$ cat config.mk
export PLATFORM = sky130hd
export DESIGN_NAME = iird_routing
export DESIGN_NICKNAME = d
export VERILOG_FILES = /design/src/hdl/iird_pkg.sv /design/src/hdl/iird_sync.sv /design/src/hdl/iird_routing.sv
export SDC_FILE = /design/constraint.sdc
export NUM_CORES = 1
export LEC_CHECK = 0
export CAP_MARGIN = 15
export CORE_MARGIN = 1
export CORE_UTILIZATION = 67
export DETAILED_ROUTE_END_ITERATION = 12
export DONT_BUFFER_PORTS = 1
export PLACE_DENSITY = 0.83
export SLEW_MARGIN = 20
export SYNTH_ARGS = -nofsm -noshare
export SYNTH_HDL_FRONTEND = slang
export SYNTH_SLANG_ARGS = --single-unit
$ cat constraint.sdc
create_clock -name CLK -period 2.2 [get_ports CLK]
set_clock_uncertainty 0.2 [all_clocks]
set_input_delay 0.33 -clock CLK [delete_from_list [all_inputs] [get_ports CLK]]
set_output_delay 0.33 -clock CLK [all_outputs]
set_load 0.02 [all_outputs]
$ cat src/hdl/iird_pkg.sv
// shared constants and carrier types for the isa interrupt/dma routing glue
package iird_pkg;
    localparam int IRQ_LINES = 16;
    localparam int DMA_CHANS = 8;
    localparam int SYNC_STAGES = 3;
    // isa request numbers
    localparam int IRQ_TIMER = 0;
    localparam int IRQ_CASCADE = 2;
    localparam int IRQ_SECOND_ASYNC = 3;
    localparam int IRQ_FIRST_ASYNC = 4;
    localparam int IRQ_PARALLEL = 7;
    localparam int IRQ_SHARED = 9;
    localparam int IRQ_ETHERNET = 10;
    localparam int IRQ_SCSI = 14;
    localparam int SEC_BASE = 8;
    // dma channel numbers
    localparam int DMA_A_WAIT = 0;
    localparam int DMA_A_TERM = 1;
    localparam int DMA_PAIR_TWO = 2;
    localparam int DMA_PAIR_THREE = 3;
    localparam int DMA_CASCADE = 4;
    localparam int DMA_B_WAIT = 5;
    localparam int DMA_B_TERM = 6;
    localparam int DMA_UNUSED = 7;
    // trigger mode reset value: all edge
    localparam logic [15:0] LEVEL_MODE_RESET = 16'h0000;

    // pin-side interrupt sources, all raw levels as seen on the pins
    typedef struct packed {
        logic ethernet_n;     // active low level
        logic scsi_n;         // active low level
        logic counter_io;     // active high level
        logic serial_comm;    // active high level
        logic first_async;    // active high edge
        logic second_async;   // active high edge
        logic parallel;       // active high edge
    } iird_irq_src_t;

    // pin-side dma requests from serial and super io
    typedef struct packed {
        logic chan_a_wait_request;
        logic chan_a_terminal_request;
        logic chan_b_wait_request;
        logic chan_b_terminal_request;
        logic dma_pair_two;
        logic dma_pair_three;
    } iird_dma_src_t;

    // pseudo acknowledge grants
    typedef struct packed {
        logic counter_io;
        logic serial_comm;
    } iird_ack_t;

    typedef enum {ACK_IDLE, ACK_CIO, ACK_SCC} iird_ack_state_t;
endpackage : iird_pkg

$ cat src/hdl/iird_sync.sv
// three-stage synchroniser with agreement filter for one pin input
`timescale 1ns/1ps
`default_nettype none
module iird_sync #(
    parameter logic RESET_LEVEL = 1'b0
) (
    input wire logic clk,
    input wire logic reset,
    input wire logic ce,
    input wire logic din,
    output var logic dout
);
    logic s1;
    logic s2;
    logic s3;

    // first stage feeds only the second; change counts once 2 and 3 agree
    always_ff @(posedge clk) begin
        if (reset) begin
            s1 <= RESET_LEVEL;
            s2 <= RESET_LEVEL;
            s3 <= RESET_LEVEL;
        end else if (ce) begin
            s1 <= din;
            s2 <= s1;
            s3 <= s2;
        end
    end

    // filtered level holds while stages disagree
    always_ff @(posedge clk) begin
        if (reset) begin
            dout <= RESET_LEVEL;
        end else if (ce && (s2 == s3)) begin
            dout <= s3;
        end
    end
endmodule : iird_sync
`default_nettype wire

$ cat src/hdl/iird_routing.sv
// isa interrupt and dma routing glue around the pci_isa_bridge
//
// Behaviour
// - bridge output to host input 0, high level
// - scsi interrupt to host input 9, low
// - ethernet port two to request 10
// - scsi interrupt also feeds request 14
// - timer counter drives request 0, edge
// - secondary cascade output drives request 2
// - pseudo acknowledge prefers counter device over serial
// - all request lines edge mode after reset
// - async ports 3 and 4, parallel 7
// - serial channel requests drive dma 0,1,5,6
// - dma 2 and 3 to super io
// - dma 4 internal cascade, 7 unconnected
// - serial controller drives vector once selected
`timescale 1ns/1ps
`default_nettype none
module iird_routing
    import iird_pkg::*;
(
    input wire logic CLK,
    input wire logic RESET,
    input wire logic CE,
    input wire iird_irq_src_t IRQ_SRC,
    input wire iird_dma_src_t DMA_SRC,
    input wire logic TIMER_TICK,
    input wire logic PSEUDO_IACK,
    input wire logic MODE_WE,
    input wire logic [IRQ_LINES-1:0] MODE_WDATA,
    input wire logic [IRQ_LINES-1:0] IRQ_MASK,
    output logic HOST_IRQ0,
    output logic HOST_IRQ9_N,
    output logic [IRQ_LINES-1:0] ISA_IRQ,
    output logic [IRQ_LINES-1:0] LEVEL_MODE,
    output logic [DMA_CHANS-1:0] DMA_REQ,
    output var iird_ack_t IACK_GRANT,
    output logic VECTOR_ENABLE
);
    ////////////////////////////////////////////////////////////////////////
    // pin synchronisers
    localparam int NSRC = $bits(iird_irq_src_t) + $bits(iird_dma_src_t);
    logic [NSRC-1:0] raw;
    logic [NSRC-1:0] syn;
    // low-active pins rest high so reset does not fake a request
    localparam logic [NSRC-1:0] REST = {2'b11, {(NSRC-2){1'b0}}};
    iird_irq_src_t irq_s;
    iird_dma_src_t dma_s;

    // the fixed pin map below serves exactly 16 lines and 8 channels
    if (IRQ_LINES != 16 || DMA_CHANS != 8) begin : g_bad_size
        $error("iird_routing: fixed 16 irq / 8 dma map");
    end

    assign raw = {IRQ_SRC, DMA_SRC};
    genvar gi;
    generate
        for (gi = 0; gi < NSRC; gi++) begin : g_sync
            iird_sync #(.RESET_LEVEL(REST[gi])) u_sync (
                .clk(CLK),
                .reset(RESET),
                .ce(CE),
                .din(raw[gi]),
                .dout(syn[gi])
            );
        end
    endgenerate
    assign irq_s = syn[NSRC-1 -: $bits(iird_irq_src_t)];
    assign dma_s = syn[$bits(iird_dma_src_t)-1:0];

    ////////////////////////////////////////////////////////////////////////
    // trigger mode store, edge everywhere after reset
    logic [IRQ_LINES-1:0] level_mode;
    always_ff @(posedge CLK) begin
        if (RESET) begin
            level_mode <= LEVEL_MODE_RESET;
        end else if (CE && MODE_WE) begin
            level_mode <= MODE_WDATA;
        end
    end

    ////////////////////////////////////////////////////////////////////////
    // request line assembly, normalised to active high inside the bridge
    logic [IRQ_LINES-1:0] req_raw;
    logic sec_out;
    always_comb begin
        req_raw = '0;
        req_raw[IRQ_TIMER] = TIMER_TICK;
        req_raw[IRQ_SECOND_ASYNC] = irq_s.second_async;
        req_raw[IRQ_FIRST_ASYNC] = irq_s.first_async;
        req_raw[IRQ_PARALLEL] = irq_s.parallel;
        // shared line: either source holds it high
        req_raw[IRQ_SHARED] = irq_s.counter_io | irq_s.serial_comm;
        req_raw[IRQ_ETHERNET] = ~irq_s.ethernet_n;
        req_raw[IRQ_SCSI] = ~irq_s.scsi_n;
    end

    // edge detect history for edge-mode lines
    logic [IRQ_LINES-1:0] req_prev;
    logic [IRQ_LINES-1:0] pend;
    logic [IRQ_LINES-1:0] next_pend;
    always_ff @(posedge CLK) begin
        if (RESET) begin
            req_prev <= '0;
        end else if (CE) begin
            req_prev <= req_raw;
        end
    end

    // edge lines latch on a rise and drop with the source;
    // level lines follow the source, so they hold until it is cleared
    always_comb begin
        for (int i = 0; i < IRQ_LINES; i++) begin
            if (level_mode[i]) begin
                next_pend[i] = req_raw[i];
            end else begin
                next_pend[i] = (pend[i] | (req_raw[i] & ~req_prev[i]))
                               & req_raw[i];
            end
        end
    end

    always_ff @(posedge CLK) begin
        if (RESET) begin
            pend <= '0;
        end else if (CE) begin
            pend <= next_pend;
        end
    end

    // secondary cascade output onto primary line 2
    assign sec_out = |(pend[IRQ_LINES-1:SEC_BASE]
                       & ~IRQ_MASK[IRQ_LINES-1:SEC_BASE]);

    // isa line view plus cascade; registered so outputs are flops
    always_ff @(posedge CLK) begin
        if (RESET) begin
            ISA_IRQ <= '0;
        end else if (CE) begin
            ISA_IRQ <= pend;
            ISA_IRQ[IRQ_CASCADE] <= sec_out;
        end
    end

    always_ff @(posedge CLK) begin
        if (RESET) begin
            LEVEL_MODE <= LEVEL_MODE_RESET;
        end else if (CE) begin
            LEVEL_MODE <= level_mode;
        end
    end

    ////////////////////////////////////////////////////////////////////////
    // host side outputs
    logic pri_out;
    assign pri_out = |(pend[SEC_BASE-1:0] & ~IRQ_MASK[SEC_BASE-1:0]) | sec_out;

    always_ff @(posedge CLK) begin
        if (RESET) begin
            HOST_IRQ0 <= 1'b0;
            HOST_IRQ9_N <= 1'b1;
        end else if (CE) begin
            HOST_IRQ0 <= pri_out;
            HOST_IRQ9_N <= irq_s.scsi_n;
        end
    end

    ////////////////////////////////////////////////////////////////////////
    // dma request wiring; 4 and 7 are never driven from outside
    always_ff @(posedge CLK) begin
        if (RESET) begin
            DMA_REQ <= '0;
        end else if (CE) begin
            DMA_REQ <= '0;
            DMA_REQ[DMA_A_WAIT] <= dma_s.chan_a_wait_request;
            DMA_REQ[DMA_A_TERM] <= dma_s.chan_a_terminal_request;
            DMA_REQ[DMA_B_WAIT] <= dma_s.chan_b_wait_request;
            DMA_REQ[DMA_B_TERM] <= dma_s.chan_b_terminal_request;
            DMA_REQ[DMA_PAIR_TWO] <= dma_s.dma_pair_two;
            DMA_REQ[DMA_PAIR_THREE] <= dma_s.dma_pair_three;
        end
    end

    ////////////////////////////////////////////////////////////////////////
    // pseudo acknowledge selection; choice frozen for the whole cycle
    iird_ack_state_t ack_state;
    iird_ack_state_t next_ack_state;
    always_comb begin
        next_ack_state = ack_state;
        case (ack_state)
            ACK_IDLE: begin
                if (PSEUDO_IACK && irq_s.counter_io) begin
                    next_ack_state = ACK_CIO;
                end else if (PSEUDO_IACK && irq_s.serial_comm) begin
                    next_ack_state = ACK_SCC;
                end else begin
                    next_ack_state = ACK_IDLE;
                end
            end
            ACK_CIO, ACK_SCC: begin
                if (!PSEUDO_IACK) begin
                    next_ack_state = ACK_IDLE;
                end
            end
            default: next_ack_state = ACK_IDLE;
        endcase
    end

    always_ff @(posedge CLK) begin
        if (RESET) begin
            ack_state <= ACK_IDLE;
        end else if (CE) begin
            ack_state <= next_ack_state;
        end
    end

    // grants and vector drive come from flops, loaded on the same edge as the state
    always_ff @(posedge CLK) begin
        if (RESET) begin
            IACK_GRANT <= '0;
            VECTOR_ENABLE <= 1'b0;
        end else if (CE) begin
            IACK_GRANT.counter_io <= (next_ack_state == ACK_CIO);
            IACK_GRANT.serial_comm <= (next_ack_state == ACK_SCC);
            VECTOR_ENABLE <= (next_ack_state == ACK_SCC);
        end
    end

    ////////////////////////////////////////////////////////////////////////
    // checks
    // output flop shows the synced pin of the enabled edge before
    chk_host_irq9_follow: assert property (
        @(posedge CLK) disable iff (RESET)
        CE |=> HOST_IRQ9_N == $past(irq_s.scsi_n))
        else $error("host irq9 does not follow scsi");
    chk_mode_after_reset: assert property (
        @(posedge CLK)
        $fell(RESET) |-> level_mode == '0)
        else $error("trigger mode not edge after reset");
    chk_cio_priority: assert property (
        @(posedge CLK) disable iff (RESET)
        CE && ack_state == ACK_IDLE && PSEUDO_IACK && irq_s.counter_io
        |=> ack_state == ACK_CIO)
        else $error("counter device not preferred");
    // grants are chosen from the same edge, so look one cycle on only
    chk_no_ack_idle: assert property (
        @(posedge CLK) disable iff (RESET)
        CE && ack_state == ACK_IDLE && !irq_s.counter_io
            && !irq_s.serial_comm
        |=> !IACK_GRANT.counter_io && !IACK_GRANT.serial_comm)
        else $error("acknowledge with nothing pending");
    chk_grant_onehot: assert property (
        @(posedge CLK) disable iff (RESET)
        !(IACK_GRANT.counter_io && IACK_GRANT.serial_comm))
        else $error("both devices acknowledged");
    chk_level_hold: assert property (
        @(posedge CLK) disable iff (RESET)
        CE && level_mode[IRQ_ETHERNET] && req_raw[IRQ_ETHERNET]
        |=> pend[IRQ_ETHERNET])
        else $error("level request dropped early");
    chk_dma_fixed: assert property (
        @(posedge CLK) disable iff (RESET)
        !DMA_REQ[DMA_CASCADE] && !DMA_REQ[DMA_UNUSED])
        else $error("unconnected dma channel driven");
    chk_host_irq0: assert property (
        @(posedge CLK) disable iff (RESET)
        CE && pri_out ##1 CE |-> HOST_IRQ0)
        else $error("host irq0 missing");
    chk_dma_a_wait: assert property (
        @(posedge CLK) disable iff (RESET)
        CE |=> DMA_REQ[DMA_A_WAIT] == $past(dma_s.chan_a_wait_request))
        else $error("dma 0 not routed");
endmodule : iird_routing
`default_nettype wire

==> out/summary.txt <==
EDFF count, synth: 0
# DRC: 0
Final Setup Violations: 0
Async SR Flop Fraction: 0%
hold depth: 3
Max Slew Vio Count: 0
final-stage net count: 668
layout cells sized above 1: 5.72%
Final Hold Viols: 0
CP Max Fanout: 2
Lkg Pwr: 2.97 nW
r2r endpoint: LEVEL_MODE[15]
Gate power share: 5.5%
Worst-path clk slew: 0.06 ns
Setup Fix Bufs, Post-CTS: 0
Total GRT Usage: 36.5%
CTS tree: built
Worst Hold Class: in2reg
required time worst endpoint: 2.46 ns
root buf cell: clkbuf_8
Seq/Total Area, Yosys: 56.1%
number of port buffers: 0
wire per inst: 19.8 um
Post-synth top flop: dfxtp_1
vias in the first global route: 4,471
initial core utilization: 68.7%
Clock Power Share: 49.7%
Initial DRT Pass Iterations: 5
clock sinks: 148
CTS H-tree lvls: 4
Synth Warn #: 0
IO Pins: 96
R2R Setup Slk: 0.08 ns
Total Power: 0.00629 W
Min-Delay Startpoint: CE
Mapped Avg Cell Area: 9.73 um^2
Mapped Cells: 543
initial antenna violation count: 0
Max Cap Viol: 0
# diodes: 0
fmax: 471 MHz
post-DP HPWL: 5550 um
Slew HR: 57.1%
Tcrit/Tclk final: 96.6%
Hold Path End: ack_state[1]
final setup TNS: 0 ns
critical setup path kind: reg2reg
net switching power: 0.00139 W
Worst VDD drop: 0.000702 V
final cell count without fillers: 731
Worst Setup End Kind: flop
total grt overflow: 0
Sw Ratio: 22.1%
CTS Buf Count: 17
Final Critical Period: 2.12 ns
Clk Latency, worst-skew pair: 0.53 ns
Critical Path Start Type: flop
DIE WIDTH: 90.8 um
die area: 8240 um^2
sequential power share: 44.8%
core box area: 7690 um^2
Cell Int Power: 0.00490 W
row cnt: 32
Netlist cell types: 31
P per Cell Area: 927 nW/um^2
dpl cells: 610
synthesis-stage register bit count: 148
Final ANT Viol Nets: 0
most common cell after layout, fill and taps aside: dfxtp_1
largest net degree at the start of global routing: 94
Starting DRT DRC Count: 336
RSZ-0062 raised after global routing: no
first-pass GRT wire length: 22,900 um
most frequent cells in the layout: dfxtp_1, dlygate4sd3_1, nor2_1
run status: completed
Die Height: 90.8 um
clk buf depth: 2
gpl congestion: 0.705
Syn-to-layout area delta: 28.6%
R2R cell count: 4
dpl ws: 0.583 ns
Worst Max-Slew Pin Slew: 0.643 ns
Mapped Area: 5280 um^2
FF-to-FF Start: LEVEL_MODE[15]
crit path DAT: 2.38 ns
vias per inst: 5.91
total wire length: 14,500 um
Vias: 4,320
setup ws final: 0.0757 ns
## synthesized netlist by cell type, types with 2 or more instances
| cell type | number | area, um^2 |
|---|---|---|
| buf_1 | 4 | 15.0 |
| buf_4 | 12 | 90.1 |
| nor4_1 | 6 | 37.5 |
| inv_1 | 7 | 26.3 |
| o21ai_0 | 14 | 70.1 |
| a21oi_1 | 40 | 200 |
| clkbuf_1 | 17 | 63.8 |
| nand2b_1 | 8 | 50.1 |
| a211o_1 | 5 | 43.8 |
| mux2i_1 | 66 | 661 |
| and2_1 | 32 | 200 |
| o32ai_1 | 4 | 35.0 |
| nand2_1 | 48 | 180 |
| o21bai_1 | 2 | 15.0 |
| nor2_1 | 77 | 289 |
| o21a_1 | 2 | 15.0 |
| buf_2 | 12 | 60.1 |
| nand4_1 | 2 | 12.5 |
| nor2b_1 | 8 | 50.1 |
| a21o_1 | 11 | 82.6 |
| nor3_1 | 5 | 25.0 |
| a211oi_1 | 5 | 37.5 |
| dfxtp_1 | 148 | 2960 |
## layout make-up
| type | count | area [um^2] |
|---|---|---|
| Clock buffer | 18 | 428 |
| Timing Repair Buffer | 91 | 943 |
| Fill cell | 329 | 893 |
| Tap cell | 102 | 128 |
| Inverter | 8 | 30.0 |
| Sequential cell | 148 | 2960 |
| Multi-Input combinational cell | 351 | 2090 |
| Clock inverter | 13 | 208 |
## how the worst max path moves through the flow
stage,start,endpoint,slack (ns),depth (start not counted)
global route,LEVEL_MODE[11],LEVEL_MODE[11],0.02,4
finish,LEVEL_MODE[15],LEVEL_MODE[15],0.08,4
global placement,CE,ack_state[0],0.63,3
floorplan,CE,IACK_GRANT[1],0.70,4
CTS,DMA_REQ[5],DMA_REQ[5],0.19,4
detailed placement,CE,ack_state[0],0.58,3
## registers in the layout (all words and copies together) (netlist names), 8 cells and up
name	cells
ISA_IRQ	8
LEVEL_MODE	16
ack_state	32
g_sync.u_sync.dout	13
g_sync.u_sync.s1	13
g_sync.u_sync.s2	13
g_sync.u_sync.s3	13
level_mode	16
## through the flow
step	hold WS, ns	cell area, um^2	util (%)
final	0.0116	6790	88.4
after global routing	0.00312	6790	88.4
after detailed placement	0.226	5220	67.9
after global placement	0.212	5220	67.9
after CTS	0.00612	6790	88.4
after floorplan	0.228	5320	-
## power groups by stage
stage | sequential [W] | combinational (W) | clock (W)
floorplan | 0.00286 | 0.000236 | 0
global placement | 0.00287 | 0.000162 | 0
detailed placement | 0.00287 | 0.000171 | 0
CTS | 0.00281 | 0.000321 | 0.00308
global route | 0.00283 | 0.000368 | 0.00324
finish | 0.00282 | 0.000343 | 0.00313
## logic make-up after synthesis
family          share of synthesized area [%]
compound gates                           9.97
buf+inv                                  4.90
flops                                    56.1
mux                                      12.5
other cells                            0.0710
simple gates                             16.4
## metal layers
layer	track usage, %	vias to the layer above	share of wire, %
li1	-	1952	-
met1	39.3	2073	38
met2	63.6	228	51
met3	10.1	67	6.1
met4	21.7	0	5.1
met5	0	-	0
## critical path, stage by stage (launching register included)
cell,delay [ns]
dfxtp_1,0.50
mux2i_1,0.11
dlygate4sd3_1,0.57
nor2_1,0.08
dlygate4sd3_1,0.60
## what timing repair did
action | in CTS | in global routing
setup endpoints to repair | 0 | 1
gates resized for setup | 0 | 1
hold buffers | 90 | 0
endpoints found under the hold margin | 121 | 0
Power figures use the tool's default switching activity.
